===== src/skc_pkg.sv =====
// Shared constants and types for the serial keyboard controller
package skc_pkg;

  // Link timing: half of one bit cell on the keyboard link
  localparam int          CLK_NS   = 4;
  localparam int          HALF_NS  = 50000;
  localparam int          HALF_CYC = (HALF_NS + CLK_NS - 1) / CLK_NS;
  localparam int          CNT_W    = 16;

  // Frame layout: start, 8 data LSB first, odd parity, stop, ack slot
  localparam int          FRAME_W    = 11;
  localparam logic [3:0]  SLOT_STOP  = 4'ha;
  localparam int          PAR_POS    = 9;
  localparam int          STOP_POS   = 10;

  // Byte placed in the output buffer when a sent byte is acknowledged
  localparam logic [7:0]  ACK_BYTE     = 8'hfa;
  // Scan-code prefix folded into the following code as its top bit
  localparam logic [7:0]  BREAK_PREFIX = 8'hf0;
  localparam logic [7:0]  BREAK_FLAG   = 8'h80;
  localparam logic [7:0]  BYTE_RST     = 8'h00;

  typedef enum logic [2:0] {
    ST_IDLE  = 3'h0,
    ST_RX    = 3'h1,
    ST_TX    = 3'h3,
    ST_TXACK = 3'h2,
    ST_RXACK = 3'h6
  } skc_state_t;

  typedef struct packed {
    logic no_ack;
    logic par_err;
    logic in_full;
    logic out_full;
  } skc_status_t;

  localparam skc_status_t STATUS_RST = '{1'b0, 1'b0, 1'b0, 1'b0};

  typedef struct packed {
    logic       valid;
    logic [7:0] data;
  } skc_byte_t;

  localparam skc_byte_t BYTE_NONE = '{1'b0, 8'h00};

endpackage : skc_pkg


===== src/skc_ctrl.sv =====
// Keyboard controller: host byte port and open-drain serial link engine
`timescale 1ns/1ps
`default_nettype none
module skc_ctrl #(
  parameter int unsigned HALF_CYC = skc_pkg::HALF_CYC
) (
  input  wire logic               clk,
  input  wire logic               nrst,
  input  wire logic               xlate_en,
  input  wire logic               host_wr,
  input  wire logic [7:0]         host_wdata,
  input  wire logic               host_rd,
  output logic [7:0]              host_rdata,
  output skc_pkg::skc_status_t    status,
  output logic                    irq,
  input  wire logic               kbd_clk_i,
  output logic                    kbd_clk_o,
  output logic                    kbd_clk_oe,
  input  wire logic               kbd_dat_i,
  output logic                    kbd_dat_o,
  output logic                    kbd_dat_oe
);

  localparam logic [skc_pkg::CNT_W-1:0] RELOAD =
    skc_pkg::CNT_W'(HALF_CYC - 1);

  skc_pkg::skc_state_t               state_q, state_d;
  logic [skc_pkg::CNT_W-1:0]         cnt_q, cnt_d;
  logic                              low_q, low_d;
  logic [3:0]                        slot_q, slot_d;
  logic [skc_pkg::FRAME_W-1:0]       frame_q, frame_d;
  logic [7:0]                        tx_byte_q, tx_byte_d;
  logic [7:0]                        rdata_d;
  skc_pkg::skc_status_t              stat_d;
  logic                              clk_oe_d, dat_oe_d;
  skc_pkg::skc_byte_t                rx_push_q, rx_push_d;
  skc_pkg::skc_byte_t                xl_out;
  logic                              tick, rx_bad, ack_load;

  // Link clock line is unused as input: this end makes the clock
  logic unused_clk_in;
  assign unused_clk_in = kbd_clk_i;

  skc_xlate u_xlate (
    .clk      (clk),
    .nrst     (nrst),
    .en       (xlate_en),
    .in_byte  (rx_push_q),
    .out_byte (xl_out)
  );

  assign tick   = (cnt_q == '0);
  assign rx_bad = (~^frame_q[skc_pkg::PAR_POS:1])
                | ~frame_q[skc_pkg::STOP_POS];

  always_comb begin
    state_d   = state_q;
    cnt_d     = cnt_q;
    low_d     = low_q;
    slot_d    = slot_q;
    frame_d   = frame_q;
    tx_byte_d = tx_byte_q;
    rdata_d   = host_rdata;
    stat_d    = status;
    dat_oe_d  = kbd_dat_oe;
    rx_push_d = skc_pkg::BYTE_NONE;
    ack_load  = 1'b0;

    // Clears first, so any same-cycle set below wins
    // read clears full
    if (host_rd) begin
      stat_d.out_full = 1'b0;
      stat_d.par_err  = 1'b0;
      stat_d.no_ack   = 1'b0;
    end
    if (host_wr && !status.in_full) begin
      stat_d.in_full = 1'b1;
      tx_byte_d      = host_wdata;
    end

    if (state_q == skc_pkg::ST_IDLE) begin
      cnt_d  = RELOAD;
      low_d  = 1'b0;
      slot_d = '0;
      // Receive waits while the buffer is full: keyboard holds its start
      if (!kbd_dat_i && !status.out_full) begin
        state_d = skc_pkg::ST_RX;
      end else if (status.in_full && !status.out_full && kbd_dat_i) begin
        state_d  = skc_pkg::ST_TX;
        frame_d  = {1'b1, ~^tx_byte_q, tx_byte_q, 1'b0};
        dat_oe_d = 1'b1;
      end
    end else begin
      cnt_d = tick ? RELOAD : cnt_q - 1'b1;
      if (tick) begin
        low_d = ~low_q;
        // End of low half: sample, then move to next slot
        if (low_q) begin
          slot_d = slot_q + 1'b1;
          case (state_q)
            skc_pkg::ST_RX: begin
              frame_d = {kbd_dat_i, frame_q[skc_pkg::FRAME_W-1:1]};
              if (slot_q == skc_pkg::SLOT_STOP) begin
                state_d  = skc_pkg::ST_RXACK;
                dat_oe_d = 1'b1;
              end
            end
            skc_pkg::ST_RXACK: begin
              state_d  = skc_pkg::ST_IDLE;
              dat_oe_d = 1'b0;
              if (rx_bad) begin
                stat_d.par_err = 1'b1;
              end else begin
                rx_push_d = '{1'b1, frame_q[8:1]};
              end
            end
            skc_pkg::ST_TX: begin
              frame_d = {1'b1, frame_q[skc_pkg::FRAME_W-1:1]};
              if (slot_q == skc_pkg::SLOT_STOP) begin
                state_d  = skc_pkg::ST_TXACK;
                dat_oe_d = 1'b0;
              end else begin
                dat_oe_d = ~frame_q[1];
              end
            end
            skc_pkg::ST_TXACK: begin
              state_d        = skc_pkg::ST_IDLE;
              stat_d.in_full = 1'b0;
              if (!kbd_dat_i) begin
                ack_load = 1'b1;
              end else begin
                stat_d.no_ack = 1'b1;
              end
            end
            default: state_d = skc_pkg::ST_IDLE;
          endcase
        end
      end
    end

    if (ack_load) begin
      stat_d.out_full = 1'b1;
      rdata_d         = skc_pkg::ACK_BYTE;
    end else if (xl_out.valid) begin
      stat_d.out_full = 1'b1;
      rdata_d         = xl_out.data;
    end

    clk_oe_d = low_d && (state_d != skc_pkg::ST_IDLE);
  end

  always_ff @(posedge clk) begin
    if (!nrst) begin
      state_q    <= skc_pkg::ST_IDLE;
      cnt_q      <= '0;
      low_q      <= 1'b0;
      slot_q     <= '0;
      frame_q    <= '0;
      tx_byte_q  <= skc_pkg::BYTE_RST;
      host_rdata <= skc_pkg::BYTE_RST;
      status     <= skc_pkg::STATUS_RST;
      irq        <= 1'b0;
      kbd_clk_oe <= 1'b0;
      kbd_dat_oe <= 1'b0;
      kbd_clk_o  <= 1'b0;
      kbd_dat_o  <= 1'b0;
      rx_push_q  <= skc_pkg::BYTE_NONE;
    end else begin
      state_q    <= state_d;
      cnt_q      <= cnt_d;
      low_q      <= low_d;
      slot_q     <= slot_d;
      frame_q    <= frame_d;
      tx_byte_q  <= tx_byte_d;
      host_rdata <= rdata_d;
      status     <= stat_d;
      irq        <= stat_d.out_full;
      kbd_clk_oe <= clk_oe_d;
      kbd_dat_oe <= dat_oe_d;
      // Open drain: only ever pulls low
      kbd_clk_o  <= 1'b0;
      kbd_dat_o  <= 1'b0;
      rx_push_q  <= rx_push_d;
    end
  end

  logic rx_done;
  assign rx_done = (state_q == skc_pkg::ST_RXACK) && tick && low_q;
endmodule : skc_ctrl
`default_nettype wire


===== src/skc_xlate.sv =====
// Scan-code translation stage between the receiver and the output buffer
`timescale 1ns/1ps
`default_nettype none
module skc_xlate (
  input  wire logic              clk,
  input  wire logic              nrst,
  input  wire logic              en,
  input  wire skc_pkg::skc_byte_t in_byte,
  output var  skc_pkg::skc_byte_t out_byte
);

  logic               brk_q;
  logic               brk_d;
  skc_pkg::skc_byte_t out_d;

  always_comb begin
    brk_d = brk_q & en;
    out_d = skc_pkg::BYTE_NONE;
    if (in_byte.valid) begin
      // Prefix is swallowed; the next code carries it as its top bit
      if (en && in_byte.data == skc_pkg::BREAK_PREFIX) begin
        brk_d = 1'b1;
      end else begin
        out_d.valid = 1'b1;
        out_d.data  = (en && brk_q) ? (in_byte.data | skc_pkg::BREAK_FLAG)
                                    : in_byte.data;
        brk_d       = 1'b0;
      end
    end
  end

  always_ff @(posedge clk) begin
    if (!nrst) begin
      brk_q    <= 1'b0;
      out_byte <= skc_pkg::BYTE_NONE;
    end else begin
      brk_q    <= brk_d;
      out_byte <= out_d;
    end
  end

endmodule : skc_xlate
`default_nettype wire

===== config.mk =====
export PLATFORM = sky130hd
export DESIGN_NAME = skc_ctrl
export DESIGN_NICKNAME = d
export VERILOG_FILES = /design/src/skc_pkg.sv /design/src/skc_ctrl.sv /design/src/skc_xlate.sv
export SDC_FILE = /design/constraint.sdc
export NUM_CORES = 1
export LEC_CHECK = 0
export BUFFER_PORTS_ARGS = -buffer_cell sky130_fd_sc_hd__buf_2
export CAP_MARGIN = 10
export CORE_MARGIN = 2
export CORE_UTILIZATION = 42
export CTS_CLUSTER_DIAMETER = 100
export DETAILED_ROUTE_END_ITERATION = 16
export GPL_TIMING_DRIVEN = 0
export PLACE_DENSITY = 0.59
export RECOVER_POWER = 100
export SLEW_MARGIN = 20
export SYNTH_ARGS = -nofsm -noshare
export SYNTH_HDL_FRONTEND = slang
export SYNTH_SLANG_ARGS = --single-unit

===== constraint.sdc =====
create_clock -name clk -period 5.3 [get_ports clk]
set_clock_uncertainty 0.2 [all_clocks]
set_input_delay 0.795 -clock clk [delete_from_list [all_inputs] [get_ports clk]]
set_output_delay 0.795 -clock clk [all_outputs]
set_load 0.05 [all_outputs]

Word level (Yosys, flattened, before mapping). Cells that the tools add are included.

Bits in registers: 76. Input bits: 15. Output and inout bits: 17. Logic and storage cells: 122.

Add/subtract/negate cells: 2. Equal/unequal tests: 9. Mux-type cells: 51. Bitwise gates (word level): 9. Reduce and logical (&&, ||, !) cells: 31.

Operator list (count): $mux W11 (5); $mux W3 (10); $mux W14 (2); $mux W1 (25); $mux W8 (3); $pmux W11 S2 (1); $mux W9 (2); $logic_not A16 Y1 (1); $sub A16 B1 Y16 const B (1); $reduce_bool A3 Y1 (3); $reduce_xnor A9 Y1 (1); $eq A8 B8 Y1 const B (1); $reduce_xnor A8 Y1 (1); $logic_and A1 B1 Y1 (7); $not A1 Y1 (7); $eq A3 B2 Y1 const B (2); $pmux W3 S2 (1); $reduce_and A6 Y1 (1); $reduce_bool A2 Y1 (3); $reduce_or A3 Y1 (2); $reduce_or A6 Y1 (1); $reduce_and A5 Y1 (1); $reduce_or A5 Y1 (1); $add A4 B1 Y4 const B (1); 15 further kinds (19).

Logic depth before layout (Yosys ltp). Gate-level depths: netlist (run 1).

Depth in word-level cells: 8. Depth in mapped cells: 9. Mapped depth without buffers: 8.

By module. Synthesis (run 1) repeated with hierarchy kept, for this count alone.

Cell total of the unflattened synthesis: 334. Area total of the unflattened synthesis: 3170.5 µm².

By module, submodules not included: skc_ctrl (instances 1, cells an instance 306, area each 2831.5 µm², seq. area each 1301.2 µm²); skc_xlate (instances 1, cells an instance 28, area each 339.1 µm², seq. area each 200.2 µm²).

Worst setup path after synthesis (run 1). OpenSTA, ideal clock, no wires.

Kind: input -> register. From: in xlate_en. To: reg u_xlate.out_byte[2] (netlist name). Setup time: 115 ps. Data arrival time: 1846 ps. Required time: 4985 ps. Setup slack: 3139 ps. Stages on the path: 5. Buffers on the path: 0. Path through: nand4_1 -> or4b_1 -> nor3_1 -> nor2_1 -> and2_1.

Longest elaborated chain between the ends: 2.

Ends and longest elaborated chain: from (decl) (line skc_ctrl.sv:9) `input wire logic xlate_en,`; $logic_and A1 B1 Y1 (line skc_xlate.sv:21) `if (en && in_byte.data == skc_pkg::BREAK_PREFIX) begin`; $reduce_or A3 Y1 (no line); to (signal assigned) (line skc_xlate.sv:35) `out_byte <= skc_pkg::BYTE_NONE;`; to (signal assigned) (line skc_xlate.sv:38) `out_byte <= out_d;`; to (decl) (line skc_xlate.sv:9) `output var skc_pkg::skc_byte_t out_byte`.

Every way passes these cells. A chain may end at the register's enable or synchronous reset.

Worst setup path in the final report (run 1).
From: reg cnt_q[0] (netlist name). To: reg frame_q[10] (netlist name).

Longest elaborated chain between the ends: 3.

Ends and longest elaborated chain: from (decl) (line skc_ctrl.sv:28) `logic [skc_pkg::CNT_W-1:0] cnt_q, cnt_d;`; from (signal assigned) (line skc_ctrl.sv:170) `cnt_q <= cnt_d;`; $logic_not A16 Y1 (line skc_ctrl.sv:52) `assign tick = (cnt_q == '0);`; $reduce_bool A2 Y1 (no line); $reduce_and A5 Y1 (no line); to (signal assigned) (line skc_ctrl.sv:173) `frame_q <= frame_d;`; to (decl) (line skc_ctrl.sv:31) `logic [skc_pkg::FRAME_W-1:0] frame_q, frame_d;`.

Every way passes these cells.

==> impl_metrics.prom, run 1 <==
# TYPE chip_impl_metric gauge
chip_impl_info{name="result_of_the_run",value="completed"} 1
chip_impl_metric{name="yosys.cell_types.count",unit=""} 55
chip_impl_metric{name="maximum_vdd_drop",unit="uV"} 129.4
chip_impl_metric{name="place.gp.congestion",unit=""} 0.8041
chip_impl_metric{name="tns",unit="ns"} 0
chip_impl_metric{name="slowest_delay",unit="ns"} 0.99
chip_impl_metric{name="worst_ep_required_time",unit="ns"} 5.36
chip_impl_metric{name="postCtsSetupRepairBufs",unit=""} 0
chip_impl_metric{name="timing.final.crit_period",unit="ns"} 3.261
chip_impl_metric{name="clkLatencyLatePin",unit="ns"} 0.34
chip_impl_metric{name="start_util",unit="%"} 43.90
chip_impl_metric{name="detail_route.first_pass.iterations",unit=""} 4
chip_impl_metric{name="routed_wl",unit="um"} 6402
chip_impl_metric{name="avgViaCountPerCell",unit=""} 4.992
chip_impl_metric{name="postSynth.asyncResetShare",unit="%"} 0
chip_impl_info{name="ctsRootBufferMaster",value="clkbuf_8"} 1
chip_impl_metric{name="placeableCoreArea",unit="um2"} 7331
chip_impl_metric{name="hold_buffers",unit=""} 0
chip_impl_metric{name="yosysTopAreaCellShare",unit="%"} 46.66
chip_impl_metric{name="cts-resized-gates",unit=""} 0
chip_impl_metric{name="total_leakage_power",unit="nW"} 1.330
chip_impl_metric{name="cts.htree.levels",unit=""} 3
chip_impl_metric{name="transition_time_of_the_tightest_slew_check_pin",unit="ns"} 1.138
chip_impl_info{name="postSynth.topFlopCell",value="dfxtp_1"} 1
chip_impl_metric{name="finalHoldViolCount",unit=""} 0
chip_impl_metric{name="place_hpwl",unit="um"} 4547
chip_impl_metric{name="synthesis.yosys.warnings",unit=""} 0
chip_impl_metric{name="drt-wirelength-per-cell",unit="um"} 13.34
chip_impl_metric{name="pin_count_of_the_biggest_net_entering_global_routing",unit=""} 15
chip_impl_metric{name="worst_ep_arrival_time",unit="ns"} 3.32
chip_impl_metric{name="dr_vias",unit=""} 2396
chip_impl_info{name="cts_tree",value="done"} 1
chip_impl_metric{name="clock_input_transition_at_the_sequential_cells_of_the_worst_setup_and_hold_paths",unit="ns"} 0.08
chip_impl_metric{name="fin_nets",unit=""} 396
chip_impl_metric{name="die_width",unit="um"} 91.54
chip_impl_metric{name="dieHeight",unit="um"} 91.54
chip_impl_metric{name="worst-path-max-fanout",unit=""} 10
chip_impl_info{name="synth.top_cells.by_area",value="dfxtp_1, xnor2_1, nor2_1"} 1
chip_impl_metric{name="setup_violations",unit=""} 0
chip_impl_metric{name="tritoncts.num_buffers",unit=""} 9
chip_impl_metric{name="drv_cap",unit=""} 0
chip_impl_info{name="worstSetupEndpointType",value="register"} 1
chip_impl_metric{name="antenna_violating_nets_post_route",unit=""} 0
chip_impl_metric{name="synth_edf_count",unit=""} 0
chip_impl_metric{name="dieArea",unit="um2"} 8379
chip_impl_metric{name="cellPowerDensity",unit="nW/um2"} 335.0
chip_impl_metric{name="global_route.usage.total",unit="%"} 16.48
chip_impl_metric{name="drc_violations_left",unit=""} 0
chip_impl_metric{name="first_iter_violations",unit=""} 54
chip_impl_info{name="final_cell_mix",value="dfxtp_1, nor2_1, nand2_1"} 1
chip_impl_info{name="unrepaired_setup_endpoints_after_global_routing",value="false"} 1
chip_impl_metric{name="synth_sequential_area_ratio",unit="%"} 46.66
chip_impl_info{name="crit_chain",value="inv_1, ha_1, nor4b_1, nand4_1, o21ai_0, clkbuf_1, nor2_1, nor3_1"} 1
chip_impl_metric{name="boundaryPins",unit=""} 32
chip_impl_metric{name="post-place-ws",unit="ns"} 2.856
chip_impl_info{name="critPathKind",value="reg2reg"} 1
chip_impl_metric{name="overflow",unit=""} 0
chip_impl_metric{name="numClockSinks",unit=""} 75
chip_impl_metric{name="fp-row-count",unit=""} 31
chip_impl_metric{name="yosys_register_bits",unit=""} 75
chip_impl_metric{name="areaGrowthSynthToFinish",unit="%"} 11.31
chip_impl_metric{name="grt_pass1_vias",unit=""} 2350
chip_impl_metric{name="timing.final.max_slew_violations",unit=""} 0
chip_impl_metric{name="syn-cell-area",unit="um2"} 3218
chip_impl_info{name="class_of_the_most_critical_hold_timing_path",value="reg2reg"} 1
chip_impl_info{name="final_common_cell",value="dfxtp_1"} 1
chip_impl_metric{name="place.port_buffers",unit=""} 28
chip_impl_info{name="cpMaxStageDelayCell",value="o21ai_0"} 1
chip_impl_metric{name="hold-worst-slack",unit="ns"} 0.2589
chip_impl_metric{name="setup_slack",unit="ns"} 2.039
chip_impl_metric{name="num_antenna_cells",unit=""} 0
chip_impl_metric{name="layout-drive-gt1-share",unit="%"} 9.974
chip_impl_metric{name="grt_antenna_before_repair",unit=""} 0
chip_impl_metric{name="postSynthCellCount",unit=""} 336
chip_impl_metric{name="grt_pass1_wl",unit="um"} 11010
chip_impl_metric{name="timing.slew.headroom",unit="%"} 23.30
chip_impl_info{name="synth.largest_area_cell",value="dfxtp_1"} 1
chip_impl_info{name="cp-start-kind",value="register"} 1
chip_impl_metric{name="syn-mean-instance-area",unit="um2"} 9.578
chip_impl_metric{name="final_period_util",unit="%"} 61.53
chip_impl_metric{name="cts_buffer_depth",unit=""} 2
chip_impl_metric{name="max_freq",unit="MHz"} 306.7
## Yosys cell counts (3+ instances only)
| cell type | count |
|---|---|
| nor2_1 | 41 |
| mux2i_1 | 15 |
| buf_4 | 4 |
| a311oi_1 | 8 |
| o21ai_0 | 3 |
| nand2_1 | 34 |
| and3_1 | 7 |
| inv_1 | 9 |
| xnor2_1 | 20 |
| nor3_1 | 7 |
| clkbuf_1 | 7 |
| nand4_1 | 3 |
| dfxtp_1 | 75 |
| ha_1 | 5 |
| and2_1 | 13 |
| a21oi_1 | 22 |
| or4_1 | 3 |
| buf_1 | 5 |
| xor2_1 | 9 |
## cell type report
cell class              count  area [um2]
inverters                   9       33.78
clock inverters             6       72.57
plain buffers              19       86.33
multi-input cells         234        1518
well taps                  99       123.9
clock buffers              10       127.6
repair buffers             28       118.9
fillers                   726        3749
flip-flops and latches     75        1501
## path summary, 6_finish.rpt
path,startpoint,to,slack (ns),cells past startpoint
worst max-delay path,cnt_q[0],frame_q[10],2.04,8
worst min-delay path,rx_push_q[2],u_xlate.out_byte[2],0.26,1
worst max register to register,cnt_q[0],frame_q[10],2.04,8
worst min register to register,rx_push_q[2],u_xlate.out_byte[2],0.26,1
## metal layers
layer  global-route usage (%)  share of wire, %
met5                        0                 0
met4                    6.187               1.2
met3                    3.568               4.5
met2                    26.35                45
met1                    21.76                49
## power breakdown
group | internal, W | switching, W | total (W)
sequential | 0.000584 | 0.0000222 | 0.000606
clock | 0.000223 | 0.000223 | 0.000446
combinational | 0.0000635 | 0.0000845 | 0.000148
## logic make-up (layout without fill, tap and decap cells)
family	Yosys count	after routing	share of synthesized area, %
compound gates	49	49	10.11
buf+inv	28	72	4.238
fa+ha+maj	5	5	1.944
other cells	1	2	0.1165
simple gates	131	131	22.98
flops	75	75	46.66
xor+xnor	30	30	8.593
mux	17	17	5.365
## flip-flops by register name (all words and copies together) (netlist names)
register and flops:
kbd_dat_oe 1, low_q 1, rx_push_q 9, u_xlate.brk_q 1, irq 1, state_q 3, slot_q 4, kbd_clk_oe 1
frame_q 10, host_rdata 8, tx_byte_q 8, u_xlate.out_byte 9, cnt_q 16, status 3
## critical path, delay by kind of cell, from the launching register on
| family | cells | cell delay, ns |
|---|---|---|
| and+or+nand+nor | 4 | 1.00 |
| AOI/OAI and AO/OA | 1 | 0.99 |
| buffers and inverters | 2 | 0.52 |
| DFF | 1 | 0.34 |
| adders and majority gates | 1 | 0.14 |
## stage by stage
step           power [W]  cell area, um2  instances  utilization [%]
6_report        0.001200            3582        480            48.86
5_1_grt         0.001260            3582        480            48.86
4_1_cts         0.001222            3686        480            50.28
3_5_place_dp   0.0007750            3486        464            47.55
3_3_place_gp   0.0007729            3486        464            47.55
2_1_floorplan  0.0007400            3222        337                -
Note: power is estimated with default switching activity, not from simulation.
==> run 2: changes to the inputs <==
==> constraint.sdc (replaced) <==
create_clock -name clk -period 3.1 [get_ports clk]
set_clock_uncertainty 0.2 [all_clocks]
set_input_delay 0.465 -clock clk [delete_from_list [all_inputs] [get_ports clk]]
set_output_delay 0.465 -clock clk [all_outputs]
set_load 0.05 [all_outputs]
==> impl_metrics.prom, run 2 (synthesis gave the netlist of run 1 again) <==
# TYPE chip_impl_metric gauge
chip_impl_info{name="result_of_the_run",value="completed"} 1
chip_impl_metric{name="boundaryPins",unit=""} 32
chip_impl_metric{name="grt_pass1_wl",unit="um"} 11010
chip_impl_metric{name="fillCellCount",unit=""} 721
chip_impl_metric{name="timing.final.crit_period",unit="ns"} 2.510
chip_impl_metric{name="finalHoldViolCount",unit=""} 0
chip_impl_info{name="final_cell_mix",value="dfxtp_1, nor2_1, nand2_1"} 1
chip_impl_metric{name="dr_vias",unit=""} 2423
chip_impl_metric{name="met1_length",unit="um"} 3228
chip_impl_metric{name="dieHeight",unit="um"} 91.54
chip_impl_metric{name="dieArea",unit="um2"} 8379
chip_impl_info{name="crit_chain",value="inv_1, ha_1, nor4b_1, and4_1, buf_6, nand3_1, or2_1, clkbuf_1, and3_1"} 1
chip_impl_metric{name="largest_reg_flops",unit=""} 16
chip_impl_metric{name="final_period_util",unit="%"} 80.95
chip_impl_metric{name="drc_violations_left",unit=""} 0
chip_impl_metric{name="grt_pass1_vias",unit=""} 2350
chip_impl_metric{name="routed-wl-met2",unit="um"} 2855
chip_impl_metric{name="timing.final.max_slew_violations",unit=""} 0
chip_impl_metric{name="overflow",unit=""} 0
chip_impl_metric{name="areaGrowthSynthToFinish",unit="%"} 12.95
chip_impl_metric{name="place.gp.congestion",unit=""} 0.8041
chip_impl_metric{name="tns",unit="ns"} 0
chip_impl_metric{name="start_util",unit="%"} 43.90
chip_impl_metric{name="place.port_buffers",unit=""} 28
chip_impl_info{name="critPathKind",value="reg2reg"} 1
chip_impl_info{name="final_common_cell",value="dfxtp_1"} 1
chip_impl_metric{name="worst-path-max-fanout",unit=""} 9
chip_impl_info{name="regMostFlops",value="cnt_q"} 1
chip_impl_metric{name="fin_nets",unit=""} 396
chip_impl_metric{name="global_route.usage.total",unit="%"} 16.48
chip_impl_info{name="class_of_the_most_critical_hold_timing_path",value="in2reg"} 1
chip_impl_metric{name="cts.htree.levels",unit=""} 3
chip_impl_metric{name="fin_total_pwr",unit="W"} 0.002064
chip_impl_metric{name="grt_antenna_before_repair",unit=""} 0
chip_impl_metric{name="total_leakage_power",unit="nW"} 1.370
chip_impl_info{name="ctsRootBufferMaster",value="clkbuf_8"} 1
chip_impl_metric{name="routed_wl",unit="um"} 6451
chip_impl_metric{name="clkLatencyLatePin",unit="ns"} 0.35
chip_impl_metric{name="antenna_violating_nets_post_route",unit=""} 0
chip_impl_metric{name="tritoncts.num_buffers",unit=""} 9
chip_impl_metric{name="placeableCoreArea",unit="um2"} 7331
chip_impl_metric{name="drv_cap",unit=""} 0
chip_impl_metric{name="layout-drive-gt1-share",unit="%"} 11.81
chip_impl_metric{name="postCtsSetupRepairBufs",unit=""} 0
chip_impl_info{name="worstSetupEndpointType",value="register"} 1
chip_impl_metric{name="worst_ep_required_time",unit="ns"} 3.14
chip_impl_metric{name="setup_violations",unit=""} 0
chip_impl_metric{name="cts_buffer_depth",unit=""} 2
chip_impl_metric{name="met3_length",unit="um"} 252
chip_impl_metric{name="clock_input_transition_at_the_sequential_cells_of_the_worst_setup_and_hold_paths",unit="ns"} 0.08
chip_impl_info{name="cp-start-kind",value="register"} 1
chip_impl_metric{name="max_freq",unit="MHz"} 398.5
chip_impl_info{name="highest_metal_layer_used_by_the_detailed_router",value="met4"} 1
chip_impl_metric{name="worst_ep_arrival_time",unit="ns"} 2.55
chip_impl_metric{name="fp-row-count",unit=""} 31
chip_impl_metric{name="cp.buffers_inverters",unit=""} 3
chip_impl_info{name="cpMaxStageDelayCell",value="nor4b_1"} 1
chip_impl_info{name="unrepaired_setup_endpoints_after_global_routing",value="false"} 1
chip_impl_info{name="top_registers",value="cnt_q: 16 flops, frame_q: 10 flops"} 1
chip_impl_metric{name="pin_count_of_the_biggest_net_entering_global_routing",unit=""} 15
chip_impl_metric{name="slowest_delay",unit="ns"} 0.43
chip_impl_metric{name="cts-resized-gates",unit=""} 0
chip_impl_metric{name="drt-wirelength-per-cell",unit="um"} 13.44
chip_impl_metric{name="cellPowerDensity",unit="nW/um2"} 567.9
chip_impl_metric{name="transition_time_of_the_tightest_slew_check_pin",unit="ns"} 0.8536
chip_impl_metric{name="detail_route.first_pass.iterations",unit=""} 4
chip_impl_metric{name="place_hpwl",unit="um"} 4547
chip_impl_metric{name="first_iter_violations",unit=""} 81
chip_impl_metric{name="avgViaCountPerCell",unit=""} 5.048
chip_impl_metric{name="num_antenna_cells",unit=""} 0
chip_impl_metric{name="timing.slew.headroom",unit="%"} 42.57
chip_impl_metric{name="die_width",unit="um"} 91.54
chip_impl_metric{name="numClockSinks",unit=""} 75
chip_impl_metric{name="hold_buffers",unit=""} 0
chip_impl_info{name="cts_tree",value="done"} 1
chip_impl_info{name="critical_path.top_delay_family",value="simple AND/OR/NAND/NOR gates"} 1
chip_impl_metric{name="maximum_vdd_drop",unit="uV"} 219.3
-- run 2: cell count changes in the layout (fill, tap and decap cells not counted), sizes merged --
cell / previous run / this run
buf: 16 / 20
clkbuf: 41 / 37
-- run 2: worst paths after layout --
| check | startpoint | end | slack [ns] | cells past startpoint |
|---|---|---|---|---|
| max | cnt_q[0] | host_rdata[2] | 0.59 | 9 |
| min reg2reg | rx_push_q[2] | u_xlate.out_byte[2] | 0.26 | 1 |
| max reg2reg | cnt_q[0] | host_rdata[2] | 0.59 | 9 |
| min | host_wdata[7] | tx_byte_q[7] | 0.15 | 3 |
-- run 2: where the power goes --
group          leakage (nW)  total, W  internal (W)  switching (W)
Clock                0.0979  0.000764      0.000382       0.000382
Sequential            0.610   0.00104      0.000998      0.0000384
Combinational         0.662  0.000264      0.000112       0.000152
Total                  1.37   0.00206       0.00149       0.000573
-- run 2: final cells by class --
type                    count  area (um2)  area share (%)
multi-input cells         234        1554           42.75
flip-flops and latches     75        1501           41.31
clock buffers              10       127.6           3.511
well taps                  99       123.9           3.408
repair buffers             28       120.1           3.305
plain buffers              19       101.3           2.788
clock inverters             6       72.57           1.997
inverters                   9       33.78          0.9294
-- run 2: metrics by stage --
step                setup slack [ns]  area, um2  utilization, %  instances  hold slack (ns)
floorplan                      1.101       3222               -        337           0.2206
global placement              0.8884       3486           47.55        464           0.2404
detailed placement            0.8902       3486           47.55        464           0.2480
CTS                           0.8585       3686           50.28        480           0.1407
global route                  0.3280       3635           49.58        480           0.1523
finish                        0.5904       3635           49.58        480           0.1492
-- run 2: worst register-to-register path, delay by kind of cell, from the launching register on --
family                   cells  cell delay (ns)
adder cells (fa/ha/maj)      1             0.14
buffers and inverters        3             0.45
AND/OR/NAND/NOR              5             1.30
flip-flops                   1             0.34
-- run 2: per-layer routing --
layer	vias up	global-route usage, %
li1	1227	-
met1	1134	21.76
met3	10	3.568
met2	52	26.35
met5	-	0
met4	0	6.187
